### src/inc/arc_pkg.sv
/*
  Package for the range and common-mode configuration bank.
  Holds register offsets, field positions, reset values and the bus carrier structs.
  Assumes it is compiled before every file that names it.
*/
package arc_pkg;

  // Printed offsets are not all multiples of four, so they are kept as indices.
  localparam logic [7:0] IDX_RANGE_LO = 8'hc2; // Range selectors, channels 1 to 4.
  localparam logic [7:0] IDX_RANGE_HI = 8'hc3; // Range selectors, channels 5 to 8.
  localparam logic [7:0] IDX_CMODE = 8'hc4; // Common mode, averaging and sleep.
  localparam logic [7:0] IDX_BOOST = 8'hc5; // Init, boost and averaging, laid out in part.

  // Field positions inside the common-mode register.
  localparam int POS_SLEEP = 0; // Full device sleep bit.
  localparam int POS_AVG_A = 1; // Averaging setting a.
  localparam int POS_WIDE_LO = 2; // Wide common mode on, channels 1 to 4.
  localparam int POS_WIDE_HI = 3; // Wide common mode on, channels 5 to 8.
  localparam int POS_AVG_B = 4; // Averaging setting b, two bits.
  localparam int POS_CM_LO = 6; // Common-mode span, channels 1 to 4, two bits.
  localparam int POS_CM_HI = 8; // Common-mode span, channels 5 to 8, two bits.

  // Writable bits of the common-mode register; bits 15 to 10 are held at reset value.
  localparam logic [15:0] CMODE_WMASK = 16'h03ff;

  // Every register resets to zero.
  localparam logic [15:0] REG_RESET = 16'h0000;

  // Range codes.
  localparam logic [3:0] SPAN_5V = 4'h0;
  localparam logic [3:0] SPAN_3V5 = 4'h1;
  localparam logic [3:0] SPAN_2V5 = 4'h2;
  localparam logic [3:0] SPAN_7V = 4'h3;
  localparam logic [3:0] SPAN_10V = 4'h4;
  localparam logic [3:0] SPAN_12V = 4'h5;

  // Common-mode codes.
  localparam logic [1:0] CM_HALF = 2'h0;
  localparam logic [1:0] CM_6V = 2'h1;
  localparam logic [1:0] CM_12V = 2'h2;

  // APB request as seen by the slave.
  typedef struct packed {
    logic sel;
    logic enable;
    logic write;
    logic [11:0] addr;
    logic [31:0] wdata;
    logic [3:0] strb;
  } arc_apb_req_t;

  // Decoded configuration handed to the analog side.
  typedef struct packed {
    logic [31:0] span_sel; // Nibble n-1 is the range of channel n.
    logic [1:0] cmode_span_low_group;
    logic [1:0] cmode_span_high_group;
    logic wide_cmode_on_low_group;
    logic wide_cmode_on_high_group;
    logic averaging_setting_a;
    logic [1:0] averaging_setting_b;
    logic full_device_sleep;
  } arc_cfg_t;

endpackage

### src/arc_cfg_regs.sv
/*
  APB slave holding the range, common-mode, averaging and sleep configuration.
  Assumes an APB master on pclk; registers sit at byte address four times their index.
*/
// Function
// - Channel 1 to 4 ranges in C2h nibbles.
// - Range codes zero to five select spans.
// - Channel 5 to 8 ranges in C3h nibbles.
// - Common-mode spans at bits 7:6, 9:8.
// - Common-mode code zero half, one, two.
// - Wide common-mode enables at bits 2, 3.
// - C4h bit 0 puts device asleep.
// - Averaging fields at C4h bits 5:4, 1.
// - All fields reset to zero.
module arc_cfg_regs (
  input wire logic pclk,
  input wire logic presetn,
  input wire logic psel,
  input wire logic penable,
  input wire logic pwrite,
  input wire logic [11:0] paddr,
  input wire logic [31:0] pwdata,
  input wire logic [3:0] pstrb,
  output logic [31:0] prdata,
  output logic pready,
  output logic pslverr,
  output arc_pkg::arc_cfg_t cfg
);

  // Bundled request keeps the decode readable.
  arc_pkg::arc_apb_req_t req;
  // Register contents.
  logic [15:0] reg_q [4];
  // Write pulse per register.
  logic [3:0] wr;
  // Address decode result.
  logic [3:0] hit;
  logic mapped;
  logic aligned;
  // Combinational read value.
  logic [31:0] next_prdata;

  assign req = '{sel: psel, enable: penable, write: pwrite, addr: paddr,
                 wdata: pwdata, strb: pstrb};

  // Decode uses the index derived from the byte address.
  always_comb begin
    hit = 4'h0;
    aligned = (req.addr[1:0] == 2'h0);
    if (req.addr[11:2] == {2'h0, arc_pkg::IDX_RANGE_LO}) begin
      hit = 4'h1;
    end else if (req.addr[11:2] == {2'h0, arc_pkg::IDX_RANGE_HI}) begin
      hit = 4'h2;
    end else if (req.addr[11:2] == {2'h0, arc_pkg::IDX_CMODE}) begin
      hit = 4'h4;
    end else if (req.addr[11:2] == {2'h0, arc_pkg::IDX_BOOST}) begin
      hit = 4'h8;
    end
    // A byte address off the word grid maps to nothing, even inside the bank.
    // This keeps a stray byte access from landing half a word in the wrong place.
    if (!aligned) begin
      hit = 4'h0;
    end
    mapped = (hit != 4'h0);
  end

  // Writes land only in the access phase of a mapped, ready transfer.
  assign wr = (req.sel && req.enable && req.write && pready) ? hit : 4'h0;

  // One instance per register; the common-mode one drops bits 15 to 10.
  for (genvar i = 0; i < 4; i++) begin : g_reg
    arc_reg16 #(
      .WMASK((i == 2) ? arc_pkg::CMODE_WMASK : 16'hffff)
    ) u_reg (
      .pclk(pclk),
      .presetn(presetn),
      .wr(wr[i]),
      .strb(req.strb[1:0]),
      .wdata(req.wdata[15:0]),
      .q(reg_q[i])
    );
  end

  // Read mux; upper halfword reads as zero.
  always_comb begin
    next_prdata = 32'h0000_0000;
    for (int j = 0; j < 4; j++) begin
      if (hit[j]) begin
        next_prdata = {16'h0000, reg_q[j]};
      end
    end
  end

  // The slave takes no wait state: pready rises in the first access cycle.
  // It is kept low through reset so a master never sees a stale acknowledge.
  always_ff @(posedge pclk or negedge presetn) begin
    if (!presetn) begin
      pready <= 1'b0;
    end else begin
      pready <= req.sel && !req.enable;
    end
  end

  // Read data and error are registered in the setup cycle, shown in access.
  // Outside that one cycle both sit at zero, so a late sample cannot pass old data.
  always_ff @(posedge pclk or negedge presetn) begin
    if (!presetn) begin
      prdata <= 32'h0000_0000;
      pslverr <= 1'b0;
    end else if (req.sel && !req.enable) begin
      prdata <= req.write ? 32'h0000_0000 : next_prdata;
      pslverr <= !mapped;
    end else begin
      prdata <= 32'h0000_0000;
      pslverr <= 1'b0;
    end
  end

  // Outputs are registered copies; they follow a write by two cycles.
  // Undefined codes are passed through untouched; software must avoid them.
  always_ff @(posedge pclk or negedge presetn) begin
    if (!presetn) begin
      cfg <= '0;
    end else begin
      cfg.span_sel <= {reg_q[1], reg_q[0]};
      cfg.cmode_span_low_group <= reg_q[2][arc_pkg::POS_CM_LO +: 2];
      cfg.cmode_span_high_group <= reg_q[2][arc_pkg::POS_CM_HI +: 2];
      cfg.wide_cmode_on_low_group <= reg_q[2][arc_pkg::POS_WIDE_LO];
      cfg.wide_cmode_on_high_group <= reg_q[2][arc_pkg::POS_WIDE_HI];
      cfg.averaging_setting_a <= reg_q[2][arc_pkg::POS_AVG_A];
      cfg.averaging_setting_b <= reg_q[2][arc_pkg::POS_AVG_B +: 2];
      cfg.full_device_sleep <= reg_q[2][arc_pkg::POS_SLEEP];
    end
  end

  // A completed full write of C2h shows in the channel 1 to 4 ranges two cycles on.
  property p_range_lo;
    @(posedge pclk) disable iff (!presetn)
      (wr[0] && req.strb[1:0] == 2'h3) |-> ##2 cfg.span_sel[15:0] == $past(req.wdata[15:0], 2);
  endproperty
  a_range_lo: assert property (p_range_lo) else $error("low range bank not updated");

  // Channel 5 to 8 ranges follow a full write of C3h.
  property p_range_hi;
    @(posedge pclk) disable iff (!presetn)
      (wr[1] && req.strb[1:0] == 2'h3) |-> ##2 cfg.span_sel[31:16] == $past(req.wdata[15:0], 2);
  endproperty
  a_range_hi: assert property (p_range_hi) else $error("high range bank not updated");

  // Sleep bit follows bit 0 of a C4h write.
  property p_sleep;
    @(posedge pclk) disable iff (!presetn)
      (wr[2] && req.strb[0]) |-> ##2 cfg.full_device_sleep == $past(req.wdata[0], 2);
  endproperty
  a_sleep: assert property (p_sleep) else $error("sleep bit wrong");

  // Common-mode spans come from bits 7:6 and 9:8.
  property p_cmode;
    @(posedge pclk) disable iff (!presetn)
      (wr[2] && req.strb[1:0] == 2'h3) |-> ##2
        ({cfg.cmode_span_high_group, cfg.cmode_span_low_group} == $past(req.wdata[9:6], 2));
  endproperty
  a_cmode: assert property (p_cmode) else $error("common-mode span wrong");

  // Wide enables come from bits 2 and 3.
  property p_wide;
    @(posedge pclk) disable iff (!presetn)
      (wr[2] && req.strb[0]) |-> ##2
        ({cfg.wide_cmode_on_high_group, cfg.wide_cmode_on_low_group} == $past(req.wdata[3:2], 2));
  endproperty
  a_wide: assert property (p_wide) else $error("wide enable wrong");

  // Averaging fields come from bits 5:4 and 1.
  property p_avg;
    @(posedge pclk) disable iff (!presetn)
      (wr[2] && req.strb[0]) |-> ##2
        ({cfg.averaging_setting_b, cfg.averaging_setting_a} ==
         {$past(req.wdata[5:4], 2), $past(req.wdata[1], 2)});
  endproperty
  a_avg: assert property (p_avg) else $error("averaging fields wrong");

  // Reserved top of C4h never leaves zero.
  property p_resv;
    @(posedge pclk) disable iff (!presetn)
      reg_q[2][15:10] == 6'h00;
  endproperty
  a_resv: assert property (p_resv) else $error("reserved bits moved");

  // A read of the channel 1 to 4 ranges returns the register in the access phase.
  property p_read;
    @(posedge pclk) disable iff (!presetn)
      (req.sel && !req.enable && !req.write && hit[0]) |=> (pready && prdata == {16'h0000, reg_q[0]});
  endproperty
  a_read: assert property (p_read) else $error("read data wrong");

  // An unmapped access answers with an error.
  property p_err;
    @(posedge pclk) disable iff (!presetn)
      (req.sel && !req.enable && !mapped) |=> (pready && pslverr);
  endproperty
  a_err: assert property (p_err) else $error("unmapped access without error");

  // A setup cycle is always answered in the very next cycle.
  // No wait state beyond the one access cycle is ever inserted.
  property p_ready_setup;
    @(posedge pclk) disable iff (!presetn)
      (req.sel && !req.enable) |=> pready;
  endproperty
  a_ready_setup: assert property (p_ready_setup) else $error("setup not answered");

  // The acknowledge is a single-cycle pulse.
  // Holding it would let a master finish two transfers on one answer.
  property p_ready_pulse;
    @(posedge pclk) disable iff (!presetn)
      pready |=> !pready;
  endproperty
  a_ready_pulse: assert property (p_ready_pulse) else $error("ready held too long");

  // A read of the channel 5 to 8 ranges returns the register in the access phase.
  property p_read_hi;
    @(posedge pclk) disable iff (!presetn)
      (req.sel && !req.enable && !req.write && hit[1]) |=>
        (pready && prdata == {16'h0000, reg_q[1]});
  endproperty
  a_read_hi: assert property (p_read_hi) else $error("high range read wrong");

  // A read of the common-mode register returns its value, reserved top at zero.
  property p_read_cmode;
    @(posedge pclk) disable iff (!presetn)
      (req.sel && !req.enable && !req.write && hit[2]) |=>
        (pready && prdata == {16'h0000, reg_q[2]});
  endproperty
  a_read_cmode: assert property (p_read_cmode) else $error("common-mode read wrong");

  // The partly described register is plain storage and reads back as written.
  property p_read_boost;
    @(posedge pclk) disable iff (!presetn)
      (req.sel && !req.enable && !req.write && hit[3]) |=>
        (pready && prdata == {16'h0000, reg_q[3]});
  endproperty
  a_read_boost: assert property (p_read_boost) else $error("boost register read wrong");

  // A mapped, aligned access never reports an error.
  property p_err_ok;
    @(posedge pclk) disable iff (!presetn)
      (req.sel && !req.enable && mapped) |=> (pready && !pslverr);
  endproperty
  a_err_ok: assert property (p_err_ok) else $error("error on a mapped access");

  // Read data and error only stand while the acknowledge does.
  property p_rdata_quiet;
    @(posedge pclk) disable iff (!presetn)
      !pready |-> (prdata == 32'h0000_0000 && !pslverr);
  endproperty
  a_rdata_quiet: assert property (p_rdata_quiet) else $error("response outside access");

  // A write answers with zero read data.
  property p_write_read_zero;
    @(posedge pclk) disable iff (!presetn)
      (req.sel && !req.enable && req.write) |=> (prdata == 32'h0000_0000);
  endproperty
  a_write_read_zero: assert property (p_write_read_zero) else $error("write returned data");

  // Without a write pulse no register moves; error transfers leave them alone.
  property p_hold;
    @(posedge pclk) disable iff (!presetn)
      (wr == 4'h0) |=> ($stable(reg_q[0]) && $stable(reg_q[1]) &&
                        $stable(reg_q[2]) && $stable(reg_q[3]));
  endproperty
  a_hold: assert property (p_hold) else $error("register moved without a write");

  // A low-lane write keeps the high byte.
  property p_lane_keep_hi;
    @(posedge pclk) disable iff (!presetn)
      (wr[3] && req.strb[1:0] == 2'h1) |=> $stable(reg_q[3][15:8]);
  endproperty
  a_lane_keep_hi: assert property (p_lane_keep_hi) else $error("high byte lost");

  // A high-lane write keeps the low byte.
  property p_lane_keep_lo;
    @(posedge pclk) disable iff (!presetn)
      (wr[3] && req.strb[1:0] == 2'h2) |=> $stable(reg_q[3][7:0]);
  endproperty
  a_lane_keep_lo: assert property (p_lane_keep_lo) else $error("low byte lost");

  // Main scenarios.
  c_wr_cmode: cover property (@(posedge pclk) disable iff (!presetn) wr[2]);
  c_wide: cover property (@(posedge pclk) disable iff (!presetn)
    cfg.wide_cmode_on_high_group);
  c_sleep: cover property (@(posedge pclk) disable iff (!presetn) cfg.full_device_sleep);
  c_span12: cover property (@(posedge pclk) disable iff (!presetn)
    cfg.span_sel[3:0] == arc_pkg::SPAN_12V);
  c_err: cover property (@(posedge pclk) disable iff (!presetn) pslverr);

endmodule

### src/arc_reg16.sv
/*
  One sixteen-bit configuration register with byte strobes and a write mask.
  Assumes the caller gives a one-cycle write pulse on the clock pclk.
*/
module arc_reg16 #(
  parameter logic [15:0] WMASK = 16'hffff
) (
  input wire logic pclk,
  input wire logic presetn,
  input wire logic wr,
  input wire logic [1:0] strb,
  input wire logic [15:0] wdata,
  output logic [15:0] q
);

  // Byte-lane update; masked bits stay at their reset value.
  always_ff @(posedge pclk or negedge presetn) begin
    if (!presetn) begin
      q <= arc_pkg::REG_RESET;
    end else if (wr) begin
      if (strb[0]) begin
        q[7:0] <= wdata[7:0] & WMASK[7:0];
      end
      if (strb[1]) begin
        q[15:8] <= wdata[15:8] & WMASK[15:8];
      end
    end
  end

endmodule

### config.mk
export PLATFORM = sky130hd
export DESIGN_NAME = arc_cfg_regs
export DESIGN_NICKNAME = d
export VERILOG_FILES = /design/src/inc/arc_pkg.sv /design/src/arc_cfg_regs.sv /design/src/arc_reg16.sv
export SDC_FILE = /design/constraint.sdc
export NUM_CORES = 1
export LEC_CHECK = 0
export BUFFER_PORTS_ARGS = -buffer_cell sky130_fd_sc_hd__buf_2
export CORE_AREA = 3 3 104 106
export CTS_CLUSTER_SIZE = 25
export DETAILED_ROUTE_END_ITERATION = 8
export DIE_AREA = 0 0 107 109
export HOLD_SLACK_MARGIN = 0.05
export MAX_ROUTING_LAYER = met4
export PLACE_DENSITY = 0.71
export SLEW_MARGIN = 30
export SYNTH_ARGS = -nofsm -noshare
export SYNTH_HDL_FRONTEND = slang
export SYNTH_HIERARCHICAL = 1
export SYNTH_SLANG_ARGS = --single-unit
### constraint.sdc
create_clock -name pclk -period 1.7 [get_ports pclk]
set_input_delay 0.085 -clock pclk [delete_from_list [all_inputs] [get_ports pclk]]
set_output_delay 0.085 -clock pclk [all_outputs]
set_load 0.02 [all_outputs]
; Word-level counts from Yosys, hierarchy flattened
; Cells that the tools add are included.
[word_totals]
ff_bits = 134
out_inout_bits = 76
word_cells = 52
[classes]
eq_ne = 4
muxes = 13
n_reduce_logical = 16
[ops]
columns = operator, count
row1 = two-way mux 32 bit, 5
row2 = equality test 10 x 8 -> 1 bit (second input constant), 4
row3 = two-way mux 4 bit, 6
row4 = two-way mux 16 bit, 1
row5 = AND reduction 2 bit, 8
row6 = logical AND 1 bit, 4
row7 = nonzero test 4 bit, 1
row8 = zero test 1 bit, 2
row9 = zero test 2 bit, 1
row10 = two-way mux 1 bit, 1

; Longest topological paths before layout
[logic_depth]
ltp_word = 12
ltp_mapped = 6

; By module
; The synthesis kept the hierarchy.
[by_module_without_submodules]
columns = mod, n_inst, cells_per_inst, area_each_um2, seq_area_each_um2
row1 = arc_cfg_regs, 1, 166, 2341.0, 1501.4
row2 = arc_reg16 (g_reg[0].u_reg ...), 3, 34, 593.1, 400.4
row3 = arc_reg16 (g_reg[2].u_reg), 1, 29, 421.7, 250.2

; Worst setup path after synthesis
; Ideal clock, no wire load.
[synth_timing]
path_type = input to register
startpoint = in paddr[11]
endpoint = reg g_reg[0].u_reg.q[10]
arrival_time_ns = 1.817
path_slack_ns = -0.242
cell_stages = 5
path_buffers = 0
path_cell_list = or4_4 nor4_1 nor3b_1 nand2_2 mux2_2
[synth_between]
elab_chain_len = 7
elab_cells_between_ends = 9
cone_classes = 3 x eq/ne / 5 x mux / 1 x reduce/logical
[synth_rtl]
columns = item, line_no
row1 = start: declaration, arc_cfg_regs.sv:21  ; input wire logic [11:0] paddr,
row2 = equality test 10 x 8 -> 1 bit, arc_cfg_regs.sv:54  ; end else if (req.addr[11:2] == {2'h0, arc_pkg::IDX_CMODE}) begin
row3 = two-way mux 4 bit, arc_cfg_regs.sv:54
row4 = two-way mux 4 bit, arc_cfg_regs.sv:52  ; end else if (req.addr[11:2] == {2'h0, arc_pkg::IDX_RANGE_HI}) begin
row5 = two-way mux 4 bit (*), arc_cfg_regs.sv:50  ; if (req.addr[11:2] == {2'h0, arc_pkg::IDX_RANGE_LO}) begin
row6 = two-way mux 4 bit (*), arc_cfg_regs.sv:61  ; if (!aligned) begin
row7 = two-way mux 4 bit (*), arc_cfg_regs.sv:68  ; assign wr = (req.sel && req.enable && req.write && pready) ? hit : 4'h0;
row8 = net wr[0], arc_cfg_regs.sv:35  ; logic [3:0] wr;
row9 = AND reduction 2 bit (no line) (*), -
row10 = end signal: assignment, arc_reg16.sv:19  ; q <= arc_pkg::REG_RESET;
row11 = end signal: assignment, arc_reg16.sv:25  ; q[15:8] <= wdata[15:8] & WMASK[15:8];
row12 = end: declaration, arc_reg16.sv:13  ; output logic [15:0] q
; Mark *: on every way through the listed nets, which the timed path passes. The rest lies on a longest branch.
; A chain may end at the register's enable or synchronous reset.

; Final worst setup path
[layout_timing]
startpoint = reg pready
endpoint = reg g_reg[0].u_reg.q[2]
[layout_between]
elab_chain_len = 3
[layout_rtl]
columns = item, line_no
row1 = start: declaration, arc_cfg_regs.sv:25  ; output logic pready,
row2 = start signal: assignment, arc_cfg_regs.sv:100  ; pready <= req.sel && !req.enable;
row3 = logical AND 1 bit, arc_cfg_regs.sv:68
row4 = two-way mux 4 bit, arc_cfg_regs.sv:68
row5 = net wr[0], arc_cfg_regs.sv:35
row6 = AND reduction 2 bit (no line), -
row7 = end signal: assignment, arc_reg16.sv:19
row8 = end signal: assignment, arc_reg16.sv:22  ; q[7:0] <= wdata[7:0] & WMASK[7:0];
; The timed path passes the listed nets, and every way through them passes these cells.

==> summary.md <==
- TritonCTS Buffers: 17
- Worst VDD drop: 0.814 mV
- via count of the first global-routing pass: 3039
- total via count after detailed routing: 2814
- CTS HTree Levels: 4
- total core area: 0.00986 mm²
- first-iteration detailed-routing DRC count: 95
- unique cell type count in the Yosys netlist: 27
- total of warnings raised by yosys: 6
- share of the clock period used by the worst path after layout: 102%
- CP arrival: 2.12 ns
- top fanout value on the critical path: 8
- largest net degree at the start of global routing: 35
- proportion of netlist area held by the largest area contributor: 65.0%
- post-synthesis average cell area: 15.3 µm²
- number of cell instances on the worst register-to-register path: 5
- cell taking the most area after synthesis: sky130_fd_sc_hd__dfrtp_1
- data required time at the worst endpoint: 2.09 ns
- DIE HEIGHT: 109 µm
- multi-input combinational cell area: 0.00154 mm²
- fraction of layout instances using a drive strength above 1: 50.4%
- worst hold slack: 0.0845 ns
- number of input and output port buffers inserted: 94
- via count normalized by instance count: 4.83
- gp weighted congestion: 0.764
- cell leakage power: 0.00331 µW
- area used by sequential logic in the layout: 0.00295 mm²
- first-pass GRT wire length: 15600 µm
- cell area after synthesis: 0.00454 mm²
- overall track demand over capacity in global routing: 18.3%
- global route overflow: 0
- number of hold violations in the final report: 0
- R2R Setup Slk: -0.04 ns
- starting density of the core: 46.0%
- path category of the worst min-delay check: input pin to async pin
- Syn-to-layout area delta: 33.4%
- WL final: 9610 µm
- top-level I/O count: 129
- Clock Pin Slew Worst Setup and Hold Paths: 0.06 ns
- min Tclk post-route: 1.74 ns
- startpoint-to-endpoint class of the critical path: register to register
- worst reg2reg startpoint: pready
- power per standard cell area: 1040 mW/mm²
- number of synthesized register bits: 118
- Final Max Slew Viols: 0
- clk_lat worst skew: 0.50 ns
- number of antenna repair diodes: 0
- Final Skew: 0.00773 ns
- first-pass detailed-route iteration total: 6
- share of the yosys chip area belonging to registers: 65.0%
- setup repair after global routing missed its margin: true
- CTS tree: yes
- failing checks: setup timing
- Die Footprint: 0.0117 mm²
- largest buffer count on any clock path: 2
- Die Wd: 107 µm
- post-detailed-route DRC marker count: 0
- core utilization of the finished layout: 61.4%
- HPWL Detailed: 6310 µm
- setup slack after placement: -0.360 ns
- final-layout fill cell count: 739
- nature of the critical path startpoint: register
- Synth area leaders: sky130_fd_sc_hd__dfrtp_1 65%, sky130_fd_sc_hd__mux2_2 14%, sky130_fd_sc_hd__mux2i_1 6.8%
- number of core rows: 36
- TritonCTS sink count: 118
- kind of end point of the critical path: register
- CTS Root Buffer Type: sky130_fd_sc_hd__clkbuf_8
- end of the worst register-to-register path: g_reg[0].u_reg/q[2]
- maximum operating frequency: 576 MHz
- final-report setup violation count: 29
- number of antenna violations at the first check in global routing: 0
- number of nets in the layout: 490
- Max Cap Viol: 0
- slack of the critical path: -0.0355 ns
- wire length per cell: 16.5 µm
- antenna-violating nets left: 0
- count of mapped cells out of synthesis: 297
- run status: finished, violations left
## flip-flops by register name, summed over array words and instances (netlist names)
signal and cells:
g.u_reg/q 58, cfg 42, prdata 16, pready 1, pslverr 1
## timing repair
action / in CTS / in global routing
gates resized for setup: 0 / 11
hold endpoints to repair: 178 / 9
setup endpoints to repair: 25 / 58
gates cloned: 0 / 0
hold buffers: 20 / 2
setup buffers: 0 / 2
## report_power, final
group	switching, µW	internal (µW)	leakage (µW)	total, µW
sequential	1.12	2810	0.00165	2820
combinational	190	114	0.00140	304
clock	1210	1960	0.000260	3170
total	1400	4890	0.00331	6290
## through the flow
stage	power (µW)	area [µm²]	setup TNS, ns	instances
after detailed placement	3120	5220	-18.72	527
after global placement	3120	5220	-15.61	527
after floorplan	3000	4650	-1.93	317
after CTS	6330	5960	-0.183	579
final	6290	6060	-0.454	583
after global routing	6530	6060	-5.51	583
## Yosys cell counts
master and count:
sky130_fd_sc_hd__dfrtp_1 118, sky130_fd_sc_hd__mux2_2 58, sky130_fd_sc_hd__mux2i_1 31, sky130_fd_sc_hd__buf_4 22, sky130_fd_sc_hd__o22ai_1 16, sky130_fd_sc_hd__and2_2 12
sky130_fd_sc_hd__nand2_2 7, sky130_fd_sc_hd__buf_2 4, sky130_fd_sc_hd__nor3b_1 4, sky130_fd_sc_hd__and2_1 3, sky130_fd_sc_hd__buf_1 2, sky130_fd_sc_hd__clkbuf_1 2
sky130_fd_sc_hd__conb_1 2, sky130_fd_sc_hd__nand2b_1 2, sky130_fd_sc_hd__nor2b_1 2, sky130_fd_sc_hd__a2111oi_0 1, sky130_fd_sc_hd__buf_6 1, sky130_fd_sc_hd__inv_1 1
sky130_fd_sc_hd__nand2_1 1, sky130_fd_sc_hd__nand4_1 1, sky130_fd_sc_hd__nor2_1 1, sky130_fd_sc_hd__nor4_1 1, sky130_fd_sc_hd__nor4_4 1, sky130_fd_sc_hd__o311a_1 1
sky130_fd_sc_hd__or3b_2 1, sky130_fd_sc_hd__or4_4 1, sky130_fd_sc_hd__or4bb_4 1
## layout make-up
type	instances	share of cell area, %
flip-flops and latches	118	48.7
multi-input cells	167	25.4
well taps	133	2.75
inverters	1	0.0619
repair buffers	132	14.2
clock buffers	19	7.12
clock inverters	13	1.78
## critical path, stage by stage (launching register included)
cell and delay, ns:
sky130_fd_sc_hd__dfrtp_1 0.35, sky130_fd_sc_hd__nand4_1 0.15, sky130_fd_sc_hd__nor4_4 0.27, sky130_fd_sc_hd__nor3b_4 0.29, sky130_fd_sc_hd__nand2_2 0.23, sky130_fd_sc_hd__mux2_2 0.33
## per-layer routing
metal	vias to the layer above	wire, µm	GRT usage [%]
met5	-	0	-
met4	0	88	5.30
met3	11	440	5.57
met2	82	5060	31.2
met1	1433	4030	21.1
li1	1288	-	-
## worst max-delay path by stage
stage	slack (ns)	to	start
floorplan	-0.04	g_reg[3].u_reg/q[0]	paddr[11]
global placement	-0.30	g_reg[0].u_reg/q[4]	paddr[11]
detailed placement	-0.36	g_reg[0].u_reg/q[5]	paddr[11]
CTS	-0.02	g_reg[3].u_reg/q[5]	pready
global route	-0.14	g_reg[3].u_reg/q[5]	pready
finish	-0.04	g_reg[0].u_reg/q[2]	pready
## placed cells by master, fill, tap and decap left out, types with 2 or more instances in the layout
| cell type | n |
|---|---|
| sky130_fd_sc_hd__nor4_4 | 2 |
| sky130_fd_sc_hd__nand2_8 | 2 |
| sky130_fd_sc_hd__mux2i_1 | 31 |
| sky130_fd_sc_hd__and2_2 | 12 |
| sky130_fd_sc_hd__o22ai_1 | 16 |
| sky130_fd_sc_hd__clkinvlp_4 | 4 |
| sky130_fd_sc_hd__dlygate4sd3_1 | 22 |
| sky130_fd_sc_hd__nor3b_4 | 3 |
| sky130_fd_sc_hd__buf_12 | 3 |
| sky130_fd_sc_hd__nand2b_1 | 2 |
| sky130_fd_sc_hd__conb_1 | 22 |
| sky130_fd_sc_hd__buf_2 | 93 |
| sky130_fd_sc_hd__buf_4 | 12 |
| sky130_fd_sc_hd__and2_1 | 3 |
| sky130_fd_sc_hd__dfrtp_1 | 118 |
| sky130_fd_sc_hd__nor2b_1 | 2 |
| sky130_fd_sc_hd__nand2_2 | 3 |
| sky130_fd_sc_hd__nand2_4 | 2 |
| sky130_fd_sc_hd__clkbuf_8 | 2 |
| sky130_fd_sc_hd__clkinv_2 | 6 |
| sky130_fd_sc_hd__buf_6 | 2 |
| sky130_fd_sc_hd__mux2_2 | 58 |
| sky130_fd_sc_hd__clkbuf_16 | 16 |
## logic make-up after synthesis
family	after synthesis	share of synthesized area [%]
mux	89	21.2
buf+inv	32	4.74
other cells	2	0.165
compound gates	18	2.62
simple gates	38	6.25
flops	118	65.0
Power figures use the tool's default switching activity.
